--- src/core/wake_pkg.sv ---
// Package for the keyboard and mouse specific wake block
package wake_pkg;
  // -------------------------------------------------------------------------
  // Register offsets
  // -------------------------------------------------------------------------
  localparam logic [7:0] IDX_MOUSE_CTRL = 8'h5c;
  localparam logic [7:0] IDX_DBL_CLICK = 8'h5b;
  localparam logic [7:0] IDX_MAKE1 = 8'h5f;
  localparam logic [7:0] IDX_MAKE2 = 8'h60;
  localparam logic [7:0] IDX_BRK1 = 8'h61;
  localparam logic [7:0] IDX_BRK2 = 8'h62;
  localparam logic [7:0] IDX_BRK3 = 8'h63;
  localparam logic [7:0] IDX_KBD_CFG = 8'h64;
  localparam logic [7:0] IDX_STATUS = 8'h65;
  // -------------------------------------------------------------------------
  // Reset values
  // -------------------------------------------------------------------------
  localparam logic [7:0] RST_MOUSE_CTRL = 8'h00;
  localparam logic [7:0] RST_DBL_CLICK = 8'h0c;
  localparam logic [7:0] RST_MAKE1 = 8'he0;
  localparam logic [7:0] RST_MAKE2 = 8'h37;
  localparam logic [7:0] RST_BRK1 = 8'he0;
  localparam logic [7:0] RST_BRK2 = 8'hf0;
  localparam logic [7:0] RST_BRK3 = 8'h37;
  localparam logic [7:0] RST_KBD_CFG = 8'h6c;
  // -------------------------------------------------------------------------
  // Field positions and masks
  // -------------------------------------------------------------------------
  localparam int LOCK_BIT = 7;
  localparam int SWAP_BIT = 6;
  localparam int SPIN_BIT = 7;
  localparam logic [7:0] MOUSE_CTRL_MASK = 8'h5c;
  localparam logic [7:0] DBL_CLICK_MASK = 8'h3f;
  localparam logic [7:0] DBL_SPIN_MASK = 8'h80;
  localparam logic [7:0] KBD_CFG_MASK = 8'h7c;
  localparam logic [7:0] WILDCARD = 8'h00;
  localparam logic [7:0] PFX_EXT = 8'he0;
  localparam logic [7:0] PFX_BRK = 8'hf0;
  localparam logic [7:0] SET1_BRK_BIT = 8'h80;
  // -------------------------------------------------------------------------
  // Timing
  // -------------------------------------------------------------------------
  localparam real CLK_NS = 10.0;
  localparam real STEP_S = 0.0859375;
  localparam real SPIN_S = 2.0;
  localparam int STEP_CYC = int'(STEP_S * 1.0e9 / CLK_NS);
  localparam int SPIN_CYC = int'(SPIN_S * 1.0e9 / CLK_NS);
  // -------------------------------------------------------------------------
  // Types
  // -------------------------------------------------------------------------
  typedef struct packed {
    logic left;
    logic right;
    logic middle;
    logic moved;
  } mouse_evt_t;
  typedef enum logic [1:0] {
    SCAN_S1_SINGLE,
    SCAN_S1_MULTI,
    SCAN_S2_SINGLE,
    SCAN_S2_MULTI
  } scan_type_t;
endpackage

--- src/core/kbd_mouse_wake.sv ---
// Keyboard and mouse specific wake detector with APB registers
`timescale 1ns/1ps
module kbd_mouse_wake
  import wake_pkg::*;
#(
  parameter int STEP_CYCLES = STEP_CYC,
  parameter int SPIN_CYCLES = SPIN_CYC
) (
  input wire logic pclk,
  input wire logic presetn,
  input wire logic clk_en,
  input wire logic bat_por,
  input wire logic soft_rst,
  input wire logic psel,
  input wire logic penable,
  input wire logic pwrite,
  input wire logic [11:0] paddr,
  input wire logic [31:0] pwdata,
  output logic [31:0] prdata,
  output logic pready,
  output logic pslverr,
  input wire logic porta_valid,
  input wire logic [7:0] porta_byte,
  input wire logic portb_valid,
  input wire logic [7:0] portb_byte,
  input wire mouse_evt_t porta_mouse,
  input wire mouse_evt_t portb_mouse,
  output logic wake_pme,
  output logic key_power_button_flag,
  output logic spinup_done
);
  initial begin
    if (STEP_CYCLES < 1 || SPIN_CYCLES < 1) begin
      $error("Cycle counts must be at least one");
    end
  end
  // -------------------------------------------------------------------------
  // Input synchronisers
  // -------------------------------------------------------------------------
  logic [17:0] in_s1_q, in_s2_q;
  logic bat_s1_q, bat_s2_q, rst_s1_q, rst_s2_q;
  always_ff @(posedge pclk or negedge presetn) begin
    if (!presetn) begin
      in_s1_q <= '0;
      in_s2_q <= '0;
      bat_s1_q <= 1'b0;
      bat_s2_q <= 1'b0;
      rst_s1_q <= 1'b0;
      rst_s2_q <= 1'b0;
    end else if (clk_en) begin
      in_s1_q <= {porta_valid, porta_byte, portb_valid, portb_byte};
      in_s2_q <= in_s1_q;
      bat_s1_q <= bat_por;
      bat_s2_q <= bat_s1_q;
      rst_s1_q <= soft_rst;
      rst_s2_q <= rst_s1_q;
    end
  end
  // -------------------------------------------------------------------------
  // Mouse bits are quasi-static; synchronise as a bundle
  // -------------------------------------------------------------------------
  mouse_evt_t ma_s1_q, ma_s2_q, mb_s1_q, mb_s2_q;
  always_ff @(posedge pclk or negedge presetn) begin
    if (!presetn) begin
      ma_s1_q <= '0;
      ma_s2_q <= '0;
      mb_s1_q <= '0;
      mb_s2_q <= '0;
    end else if (clk_en) begin
      ma_s1_q <= porta_mouse;
      ma_s2_q <= ma_s1_q;
      mb_s1_q <= portb_mouse;
      mb_s2_q <= mb_s1_q;
    end
  end
  // -------------------------------------------------------------------------
  // Registers and APB slave
  // -------------------------------------------------------------------------
  logic [7:0] mctl_q, mctl_d, dbl_q, dbl_d, kcfg_q, kcfg_d;
  logic [7:0] cmp_q [5], cmp_d [5];
  logic [31:0] prdata_d;
  logic pready_d, pslverr_d;
  logic acc, wr, mlock, klock, hit;
  logic [7:0] wb, idx;
  assign acc = psel && penable && !pready;
  assign wr = acc && pwrite;
  assign wb = pwdata[7:0];
  assign idx = paddr[9:2];
  assign mlock = mctl_q[LOCK_BIT];
  assign klock = kcfg_q[LOCK_BIT];
  always_comb begin
    mctl_d = mctl_q;
    dbl_d = dbl_q;
    kcfg_d = kcfg_q;
    cmp_d = cmp_q;
    prdata_d = prdata;
    pready_d = acc;
    pslverr_d = 1'b0;
    hit = paddr[11:10] == 2'b00 && paddr[1:0] == 2'b00;
    if (bat_s2_q) begin
      mctl_d = RST_MOUSE_CTRL;
      dbl_d = RST_DBL_CLICK;
      kcfg_d = RST_KBD_CFG;
      cmp_d[0] = RST_MAKE1;
      cmp_d[1] = RST_MAKE2;
      cmp_d[2] = RST_BRK1;
      cmp_d[3] = RST_BRK2;
      cmp_d[4] = RST_BRK3;
    end else if (rst_s2_q) begin
      mctl_d[LOCK_BIT] = 1'b0;
      kcfg_d[LOCK_BIT] = 1'b0;
    end else if (acc) begin
      prdata_d = '0;
      if (hit && idx == IDX_MOUSE_CTRL) begin
        prdata_d[7:0] = mctl_q;
        if (wr && !mlock) begin
          mctl_d = wb & (MOUSE_CTRL_MASK | 8'h80);
        end
      end else if (hit && idx == IDX_DBL_CLICK) begin
        prdata_d[7:0] = dbl_q;
        if (wr && !mlock) begin
          dbl_d = wb & (DBL_CLICK_MASK | DBL_SPIN_MASK);
        end
      end else if (hit && idx >= IDX_MAKE1 && idx <= IDX_BRK3) begin
        prdata_d[7:0] = cmp_q[3'(idx - IDX_MAKE1)];
        if (wr && !klock) begin
          cmp_d[3'(idx - IDX_MAKE1)] = wb;
        end
      end else if (hit && idx == IDX_KBD_CFG) begin
        prdata_d[7:0] = kcfg_q;
        if (wr && !klock) begin
          kcfg_d = wb & (KBD_CFG_MASK | 8'h80);
        end
      end else if (hit && idx == IDX_STATUS) begin
        prdata_d[2:0] = {spinup_done, key_power_button_flag, wake_pme};
      end else begin
        pslverr_d = 1'b1;
      end
    end
  end
  always_ff @(posedge pclk or negedge presetn) begin
    if (!presetn) begin
      mctl_q <= RST_MOUSE_CTRL;
      dbl_q <= RST_DBL_CLICK;
      kcfg_q <= RST_KBD_CFG;
      cmp_q <= '{RST_MAKE1, RST_MAKE2, RST_BRK1, RST_BRK2, RST_BRK3};
      prdata <= '0;
      pready <= 1'b0;
      pslverr <= 1'b0;
    end else if (clk_en) begin
      mctl_q <= mctl_d;
      dbl_q <= dbl_d;
      kcfg_q <= kcfg_d;
      cmp_q <= cmp_d;
      prdata <= prdata_d;
      pready <= pready_d;
      pslverr <= pslverr_d;
    end
  end
  // -------------------------------------------------------------------------
  // Port exchange
  // -------------------------------------------------------------------------
  logic kv, key_ev;
  logic [7:0] kb;
  mouse_evt_t ms, ms_prev_q;
  always_comb begin
    if (mctl_q[SWAP_BIT]) begin
      kv = in_s2_q[8];
      kb = in_s2_q[7:0];
      ms = ma_s2_q;
    end else begin
      kv = in_s2_q[17];
      kb = in_s2_q[16:9];
      ms = mb_s2_q;
    end
  end
  // -------------------------------------------------------------------------
  // Scan code matcher
  // -------------------------------------------------------------------------
  logic [1:0] mk_pos_q, mk_pos_d, bk_pos_q, bk_pos_d;
  logic kv_q, make_hit, brk_hit, m1, m2, b1, b2, b3, multi;
  scan_type_t st;
  function automatic logic eqw(input logic [7:0] c, input logic [7:0] b);
    eqw = (c == WILDCARD) || (c == b);
  endfunction
  assign st = scan_type_t'(kcfg_q[3:2]);
  assign multi = st == SCAN_S1_MULTI || st == SCAN_S2_MULTI;
  assign key_ev = kv && !kv_q;
  assign m1 = eqw(cmp_q[0], kb);
  assign m2 = eqw(cmp_q[1], kb);
  assign b1 = eqw(cmp_q[2], kb);
  assign b2 = eqw(cmp_q[3], kb);
  assign b3 = eqw(cmp_q[4], kb);
  always_comb begin
    mk_pos_d = mk_pos_q;
    bk_pos_d = bk_pos_q;
    make_hit = 1'b0;
    brk_hit = 1'b0;
    if (key_ev) begin
      if (mk_pos_q == 2'd0) begin
        make_hit = m1 && !multi;
        mk_pos_d = (m1 && multi) ? 2'd1 : 2'd0;
      end else begin
        make_hit = m2;
        mk_pos_d = 2'd0;
      end
      case (bk_pos_q)
        2'd0: begin
          brk_hit = b1 && st == SCAN_S1_SINGLE;
          bk_pos_d = (b1 && st != SCAN_S1_SINGLE) ? 2'd1 : 2'd0;
        end
        2'd1: begin
          brk_hit = b2 && st != SCAN_S2_MULTI;
          bk_pos_d = (b2 && st == SCAN_S2_MULTI) ? 2'd2 : 2'd0;
        end
        default: begin
          brk_hit = b3;
          bk_pos_d = 2'd0;
        end
      endcase
    end
  end
  // -------------------------------------------------------------------------
  // Double-click window, mouse matcher, spin-up timer
  // -------------------------------------------------------------------------
  typedef enum logic [1:0] {M_IDLE, M_WAIT} mstate_t;
  mstate_t ms_q, ms_d;
  logic [31:0] tick_q, tick_d, spin_q, spin_d;
  logic [5:0] steps_q, steps_d;
  logic click_l, click_r, click_any, moved, mhit, ktrig;
  logic pme_d, pbf_d, spin_done_d;
  assign click_l = ms.left && !ms_prev_q.left;
  assign click_r = ms.right && !ms_prev_q.right;
  assign click_any = click_l || click_r || (ms.middle && !ms_prev_q.middle);
  assign moved = ms.moved && !ms_prev_q.moved;
  assign ktrig = make_hit;
  always_comb begin
    ms_d = ms_q;
    tick_d = tick_q;
    steps_d = steps_q;
    mhit = 1'b0;
    case (mctl_q[4:2])
      3'b000: mhit = click_any || moved;
      3'b001: mhit = click_l;
      3'b010: mhit = click_r;
      3'b011: mhit = click_any;
      default: mhit = 1'b0;
    endcase
    case (ms_q)
      M_IDLE: begin
        if ((mctl_q[4:2] == 3'b101 && click_l) ||
            (mctl_q[4:2] == 3'b110 && click_r)) begin
          ms_d = M_WAIT;
          tick_d = '0;
          steps_d = '0;
        end
      end
      default: begin
        if ((mctl_q[4:2] == 3'b101 && click_l) ||
            (mctl_q[4:2] == 3'b110 && click_r)) begin
          mhit = 1'b1;
          ms_d = M_IDLE;
        end else if (tick_q == 32'(STEP_CYCLES - 1)) begin
          tick_d = '0;
          steps_d = 6'(steps_q + 6'd1);
          if (steps_q >= dbl_q[5:0]) begin
            ms_d = M_IDLE;
          end
        end else begin
          tick_d = 32'(tick_q + 32'd1);
        end
      end
    endcase
    pme_d = wake_pme || mhit || (ktrig && kcfg_q[4] == 1'b0) ||
            (ktrig && kcfg_q[5]);
    pbf_d = key_power_button_flag;
    if (key_power_button_flag && key_ev) begin
      if (kcfg_q[5:4] == 2'b00 && !make_hit) begin
        pbf_d = 1'b0;
      end else if (kcfg_q[5:4] == 2'b10 && brk_hit) begin
        pbf_d = 1'b0;
      end
    end
    if (ktrig) begin
      pbf_d = 1'b1;
    end
    spin_d = spin_q;
    spin_done_d = spinup_done;
    if (!spinup_done) begin
      if (dbl_q[SPIN_BIT] || spin_q == 32'(SPIN_CYCLES - 1)) begin
        spin_done_d = 1'b1;
      end else begin
        spin_d = 32'(spin_q + 32'd1);
      end
    end
  end
  always_ff @(posedge pclk or negedge presetn) begin
    if (!presetn) begin
      mk_pos_q <= '0;
      bk_pos_q <= '0;
      kv_q <= 1'b0;
      ms_prev_q <= '0;
      ms_q <= M_IDLE;
      tick_q <= '0;
      steps_q <= '0;
      spin_q <= '0;
      wake_pme <= 1'b0;
      key_power_button_flag <= 1'b0;
      spinup_done <= 1'b0;
    end else if (clk_en) begin
      mk_pos_q <= mk_pos_d;
      bk_pos_q <= bk_pos_d;
      kv_q <= kv;
      ms_prev_q <= ms;
      ms_q <= ms_d;
      tick_q <= tick_d;
      steps_q <= steps_d;
      spin_q <= spin_d;
      wake_pme <= pme_d;
      key_power_button_flag <= pbf_d;
      spinup_done <= spin_done_d;
    end
  end
  // -------------------------------------------------------------------------
  // Assertions
  // -------------------------------------------------------------------------
  mouse_lock_hold_a: assert property (
    @(posedge pclk) disable iff (!presetn)
    clk_en && mlock && !bat_s2_q && !rst_s2_q |=> $stable(mctl_q))
    else $error("Mouse control changed while locked");
  dbl_lock_hold_a: assert property (
    @(posedge pclk) disable iff (!presetn)
    clk_en && mlock && !bat_s2_q |=> dbl_q[5:0] == $past(dbl_q[5:0]))
    else $error("Interval changed while locked");
  dbl_bit6_zero_a: assert property (
    @(posedge pclk) disable iff (!presetn)
    dbl_q[6] == 1'b0)
    else $error("Double-click bit 6 not zero");
  mctl_bit5_zero_a: assert property (
    @(posedge pclk) disable iff (!presetn)
    mctl_q[5] == 1'b0 && mctl_q[1:0] == 2'b00)
    else $error("Mouse control reserved bits set");
  kbd_lock_hold_a: assert property (
    @(posedge pclk) disable iff (!presetn)
    clk_en && klock && !bat_s2_q && !rst_s2_q |=> $stable(kcfg_q))
    else $error("Keyboard config changed while locked");
  soft_rst_lock_a: assert property (
    @(posedge pclk) disable iff (!presetn)
    clk_en && rst_s2_q && !bat_s2_q |=> !klock && !mlock &&
    kcfg_q[6:0] == $past(kcfg_q[6:0]))
    else $error("Soft reset did not clear only lock bits");
  bat_defaults_a: assert property (
    @(posedge pclk) disable iff (!presetn)
    clk_en && bat_s2_q |=> mctl_q == RST_MOUSE_CTRL && kcfg_q == RST_KBD_CFG
    && dbl_q == RST_DBL_CLICK)
    else $error("Battery reset defaults wrong");
  make_sets_flag_a: assert property (
    @(posedge pclk) disable iff (!presetn)
    clk_en && make_hit |=> key_power_button_flag)
    else $error("Make code did not set power-button flag");
  window_bound_a: assert property (
    @(posedge pclk) disable iff (!presetn)
    ms_q == M_WAIT |-> 7'(steps_q) <= 7'(dbl_q[5:0]) + 7'd1 ||
    $changed(dbl_q))
    else $error("Double-click window overran");
endmodule

--- config.mk ---
export PLATFORM = sky130hd
export DESIGN_NAME = kbd_mouse_wake
export DESIGN_NICKNAME = d
export VERILOG_FILES = /design/src/core/wake_pkg.sv /design/src/core/kbd_mouse_wake.sv
export SDC_FILE = /design/constraint.sdc
export NUM_CORES = 1
export LEC_CHECK = 0
export ABC_AREA = 1
export BUFFER_PORTS_ARGS = -buffer_cell sky130_fd_sc_hd__buf_4
export CAP_MARGIN = 20
export CELL_PAD_IN_SITES_DETAIL_PLACEMENT = 0
export CELL_PAD_IN_SITES_GLOBAL_PLACEMENT = 1
export CORE_MARGIN = 3
export CORE_UTILIZATION = 35
export DETAILED_ROUTE_END_ITERATION = 10
export PLACE_DENSITY_LB_ADDON = 0.1
export SETUP_SLACK_MARGIN = 0.05
export SLEW_MARGIN = 5
export SYNTH_ARGS = -nofsm -noshare
export SYNTH_HDL_FRONTEND = slang
export SYNTH_SLANG_ARGS = --single-unit
--- constraint.sdc ---
create_clock -name pclk -period 2.3 [get_ports pclk]
set_input_delay 0.345 -clock pclk [delete_from_list [all_inputs] [get_ports pclk]]
set_output_delay 0.345 -clock pclk [all_outputs]
set_load 0.02 [all_outputs]
# == Word-level counts from Yosys, hierarchy flattened ==
# Cells that the tools add are included.
# classes
add_sub_neg,4
order_cmp,5
eq_ne,30
n_mux,82
bitwise,6
n_reduce_logical,98
# ops
cell,count
$mux W40,7
$mux W8,24
$mux W32,4
$add A32 B1 Y32 const B,2
$bwmux W40,1
$eq A8 B8 Y1,5
$logic_not A8 Y1,5
$eq A32 B24 Y1 const B,1
$eq A32 B28 Y1 const B,1
$eq A8 B7 Y1 const B,4
$logic_and A1 B1 Y1,31
$mux W1,25
$bmux W8 S3,1
$demux W8 S3,1
$mux W6,4
$reduce_bool A2 Y1,11
$reduce_bool A3 Y1,6
$reduce_and A4 Y1,4
$logic_not A2 Y1,7
$logic_or A1 B1 Y1,14
$mux W7,2
$reduce_and A7 Y1,2
$mux W2,6
$ne A2 B2 Y1 const B,6
29 further kinds,51
# totals
regBits,214
inputBits,78

# == Logic depth before layout (Yosys ltp) ==
# logic_depth
depth_word,14
mapped_depth,18
ltp_nobuf,17

# == Worst setup path after synthesis ==
# Ideal clock, no wire load.
# synth_path
kind,register to register
startpoint,register mctl_q[6]
endpoint,register tick_q[14]
setup_ns,0.086
arrival_ns,2.428
path_slack_ns,-0.214
stages_incl_launch_ff,18
n_path_buf,1
period_less_slack_ns,2.514
cell_sequence,dfrtp_1 buf_4 nand2_1 o21ai_1 nand2_1 o22ai_1 inv_1 nor2_1 inv_2 ha_1 nand2_1 inv_1 nand2_1 nor4_2 nand3_1 nor2_1 nor2_1 nor3_1
# synth_via
elab_chain_cells,6
# synth_lines
item,line,rtl
from (decl),kbd_mouse_wake.sv:79,"logic [7:0] mctl_q, mctl_d, dbl_q, dbl_d, kcfg_q, kcfg_d;"
from (signal assigned),kbd_mouse_wake.sv:151,mctl_q <= mctl_d;
$mux W4 (*),kbd_mouse_wake.sv:167,if (mctl_q[SWAP_BIT]) begin
"$logic_and A1 B1 Y1, on equally long branches","kbd_mouse_wake.sv:232, kbd_mouse_wake.sv:233",
"$logic_and A1 B1 Y1, on equally long branches",-,
$logic_or A1 B1 Y1 (*),"kbd_mouse_wake.sv:251, kbd_mouse_wake.sv:259",
$ne A2 B1 Y1 (no source line) / $ne A2 B2 Y1 (equally long branches),-,
$reduce_and A3 Y1 (no source line) (*),-,
to (signal assigned),kbd_mouse_wake.sv:316,tick_q <= tick_d;
to (decl),kbd_mouse_wake.sv:228,"logic [31:0] tick_q, tick_d, spin_q, spin_d;"
# Mark *: on every way between the ends. The rest lies on a longest branch, timed or not.
# A chain may end at the register's enable or synchronous reset.

# == Worst setup path in the final report ==
# layout_path
startpoint,register mctl_q[6]
endpoint,register tick_q[24]
# Same word-level chain as after synthesis.

==> run summary <==
The mean routed wirelength per cell came out at between 15 and 20 µm. The estimated wirelength of the detail-placed design is between 20000 and 30000 µm. The number of max-slew violations in the final report came out at 0. The footprint of the multi-input gates came out at ~6000 µm². At the end of the flow the core is filled with cells to 0.460. In this run the deepest clock path goes through 3 buffers.

The total power came out at between 10 and 15 mW. The Yosys step of the flow raised 0 warnings. The ratio of total power to cell area is just under 900 nW/µm². The floorplan die area came out at approximately 36000 µm². On the critical path, the stage with the largest delay is an instance of sky130_fd_sc_hd__dfrtp_2. The via count came out at between 10000 and 15000. The top flip-flop cell by instance count after synthesis is sky130_fd_sc_hd__dfrtp_1. The smallest hold slack came out at about 0.026 ns. 0 antenna diodes ended up in the layout. For this run the aggregate overflow at the end of global routing stands at 0.

The count of endpoints failing hold in the final timing report came to 0. The worst setup path is captured at a flop. The relative slew slack came out at 0.515. The initial detailed-routing violation count came out at approximately 630. The final layout contains between 1500 and 2000 nets. The required time of the critical path came out at 2.74 ns.

The die is about 190 µm wide. Synthesis produced a netlist whose cell count is about 1600. The transition time at the pin with the least slew margin is 0.721 ns. The mean cell area of the mapped netlist came out at slightly above 7 µm². The clock period minus final worst setup slack is roughly 2.4 ns. The register bit count reported by yosys came out at approximately 210. At the later pin of the worst-skew pair, clock insertion delay measures ~0.55 ns. The largest driver fanout on the critical path is 8. The cell at the root of the clock tree is sky130_fd_sc_hd__clkbuf_16.

Setup repair after global routing could not meet its margin everywhere. The detail route stage leaves a number of antenna-violating nets equal to 0. The total of fill cells in the finished design is around 3400. The number of vias per cell after detailed routing came out at 4.80.

The tree built by TritonCTS fans out to slightly above 200 sinks. The first-pass GRT wire length is a little under 60000 µm. The weighted congestion at the end of routability-driven global placement is 0.857. STA classifies the critical path startpoint as a flop. The total number of H-tree levels came out at 1. After layout, the worst setup slack is -0.0724 ns.

The critical path goes through o21ai_2, nand2_2, o22ai_2, inv_1, nor2_2, inv_2, ha_4, nand2_4, inv_4, buf_4, buf_6, buf_6, buf_8, nand2_8, buf_4, and3_1. The most common cell in the synthesized netlist is sky130_fd_sc_hd__nand2_1. The number of port buffers is 66.

The TritonCTS buffer count came out at 26. The first TritonRoute pass finished after 5 iterations. The worst-case vdd ir drop is slightly below 500 µV.

The layout-stage area growth over the synthesis result came out at 27.6%. Across the whole layout, storage elements account for around 5200 µm². The final setup skew came out at ~0.0066 ns.

The sequential area share after synthesis came out at 0.437. The initial antenna violation count came out at 0. The flow ran to the end, but the final reports show violations. The count of unique library cells instantiated by Yosys is 47.

Clock-pin slew was measured on the worst setup and hold paths at around 0.060 ns. The non-filler instance count after layout is around 2300. The number of enable flip-flop cells after synthesis is 0. Yosys attributes the largest share of cell area to sky130_fd_sc_hd__dfrtp_1, sky130_fd_sc_hd__nand2_1, sky130_fd_sc_hd__inv_1, sky130_fd_sc_hd__dfstp_2, sky130_fd_sc_hd__nor2_1. The placed instance count is approximately 2200.

The critical path is of the reg -> reg type. The site row count came out at 66. The top-level port count is between 100 and 150. The delay of the slowest critical-path stage came out at roughly 0.46 ns. The final clock period utilization by the worst path is 1.03.

TritonCTS built the clock tree. Across every metal layer, demand over resource in global routing totals 0.200. The total wire length is approximately 36000 µm. The fraction of final layout cells sized beyond drive strength 1 is 0.192. Measured along the y axis, the die boundary spans between 150 and 200 µm. After synthesis, the share of flip-flops with an asynchronous set or reset is 1.00. The maximum operating frequency is 0.422 GHz. The final count of negative-setup-slack endpoints came out at 25. The synthesized design spends more area on one cell type than any other, namely sky130_fd_sc_hd__dfrtp_1. The commonest cells after synthesis are sky130_fd_sc_hd__nand2_1, sky130_fd_sc_hd__inv_1, sky130_fd_sc_hd__dfrtp_1, sky130_fd_sc_hd__nor2_1, sky130_fd_sc_hd__o21ai_0. In the routed design, unresolved DRC markers number 0. The cell area that synthesis handed to floorplanning was approximately 12000 µm². The final reports fail on setup timing. The floorplan step defined a core boundary enclosing ~33000 µm². The leakage power of the design came out at 7.55 nW.

The effective utilization at floorplan came out at 0.360. The via count of the first global-routing pass is between 10000 and 15000. The max-cap check violation count is 0.

The portion of synthesized cell area occupied by the leading cell type is 0.380. The worst hold path belongs to the class in -> reg. Entering global routing, the biggest net connects 78 pins. For the worst setup path, the data arrival time is 2.81 ns.
==> cell type report <==
class / count / share of cell area
clock inverters: 9 / 0.0106
flip-flops and latches: 206 / 0.343
well taps: 442 / 0.0365
inverters: 197 / 0.0498
multi-input cells: 1191 / 0.398
repair buffers: 195 / 0.111
clock buffers: 39 / 0.0508
==> flip-flops by register name, summed over array words and instances (netlist names), 2 cells and up <==
register and cells:
cmp_q 40, spin_q 32, tick_q 32, in_s1_q 18, in_s2_q 18, prdata 8
dbl_q 7, kcfg_q 6, steps_q 6, mctl_q 5, ma_s1_q 4, ma_s2_q 4
mb_s1_q 4, mb_s2_q 4, ms_prev_q 4, bk_pos_q 2
==> report_power, final <==
part,total (mW),switching (mW),internal (mW)
Clock,4.43,1.67,2.76
Combinational,3.70,2.20,1.50
Sequential,4.96,0.596,4.36
==> cells by family after synthesis <==
family | after synthesis | share of synthesized area
multiplexers | 1 | 0.000844
other | 1 | 0.000316
AO/OA/AOI/OAI | 179 | 0.0826
flip-flops | 206 | 0.437
XOR/XNOR | 57 | 0.0421
buffers and inverters | 262 | 0.0942
AND/OR/NAND/NOR | 915 | 0.328
adder cells (fa/ha/maj) | 14 | 0.0148
==> layer usage <==
layer	GRT usage	routed length [µm]
met2	0.337	17000
met5	0	0
met3	0.0247	1370
met1	0.277	17200
met4	0.0452	862
==> final timing paths <==
path | from | to | slack [ns] | depth (start not counted)
max in group asynchronous | presetn | kcfg_q[2] | 1.26 | 3
worst min register to register | mb_s1_q[0] | mb_s2_q[0] | 0.47 | 2
worst max-delay path | mctl_q[6] | tick_q[24] | -0.07 | 16
worst max register to register | mctl_q[6] | tick_q[24] | -0.07 | 16
worst min-delay path | portb_byte[5] | in_s1_q[5] | 0.03 | 3
min in group asynchronous | presetn | cmp_q[7] | 0.31 | 2
==> what timing repair did <==
| item | in CTS | in global routing |
|---|---|---|
| setup endpoints to repair | 35 | 41 |
| hold endpoints to repair | 51 | 0 |
| cloned | 0 | 3 |
| setup buffers | 3 | 11 |
| hold buffers | 24 | 0 |
| pin swaps | 5 | 21 |
| resized for setup | 29 | 94 |
==> metrics by stage <==
stage / instance area (µm²) / setup slack [ns] / setup TNS (ns)
2_1_floorplan: 12000 / -0.0505 / -0.129
3_3_place_gp: 13400 / -0.210 / -1.43
3_5_place_dp: 13400 / -0.233 / -1.98
4_1_cts: 14700 / -0.115 / -0.362
5_1_grt: 15100 / -0.311 / -6.96
6_report: 15100 / -0.0724 / -0.685
==> cells in the final DEF (no fill, tap or decap), types with 6 or more instances in the layout <==
cell type / instances
sky130_fd_sc_hd__a21oi_1: 28
sky130_fd_sc_hd__buf_12: 7
sky130_fd_sc_hd__buf_4: 151
sky130_fd_sc_hd__buf_6: 9
sky130_fd_sc_hd__clkbuf_1: 6
sky130_fd_sc_hd__clkbuf_16: 27
sky130_fd_sc_hd__clkbuf_8: 7
sky130_fd_sc_hd__conb_1: 24
sky130_fd_sc_hd__dfrtp_1: 179
sky130_fd_sc_hd__dfstp_2: 26
sky130_fd_sc_hd__dlygate4sd3_1: 24
sky130_fd_sc_hd__ha_1: 13
sky130_fd_sc_hd__inv_1: 180
sky130_fd_sc_hd__inv_2: 12
sky130_fd_sc_hd__nand2_1: 509
sky130_fd_sc_hd__nand2_2: 21
sky130_fd_sc_hd__nand2_4: 9
sky130_fd_sc_hd__nand3_1: 73
sky130_fd_sc_hd__nand3_2: 8
sky130_fd_sc_hd__nand3b_1: 6
sky130_fd_sc_hd__nand4_1: 40
sky130_fd_sc_hd__nor2_1: 140
sky130_fd_sc_hd__nor2_2: 15
sky130_fd_sc_hd__nor3_1: 41
sky130_fd_sc_hd__nor3_2: 6
sky130_fd_sc_hd__nor4_1: 22
sky130_fd_sc_hd__o21ai_0: 104
sky130_fd_sc_hd__o21ai_1: 10
sky130_fd_sc_hd__o22ai_1: 7
sky130_fd_sc_hd__o31ai_1: 8
sky130_fd_sc_hd__or2_2: 9
sky130_fd_sc_hd__xnor2_1: 8
sky130_fd_sc_hd__xor2_1: 47
==> worst max-delay path, delay by kind of cell, from the launching register on <==
kind | cells | cell delay [ns]
buffers and inverters | 8 | 0.79
adder cells (fa/ha/maj) | 1 | 0.27
AND/OR/NAND/NOR | 5 | 0.44
AO/OA/AOI/OAI | 2 | 0.31
flip-flops | 1 | 0.46
Note: power is estimated with default switching activity, not from simulation.
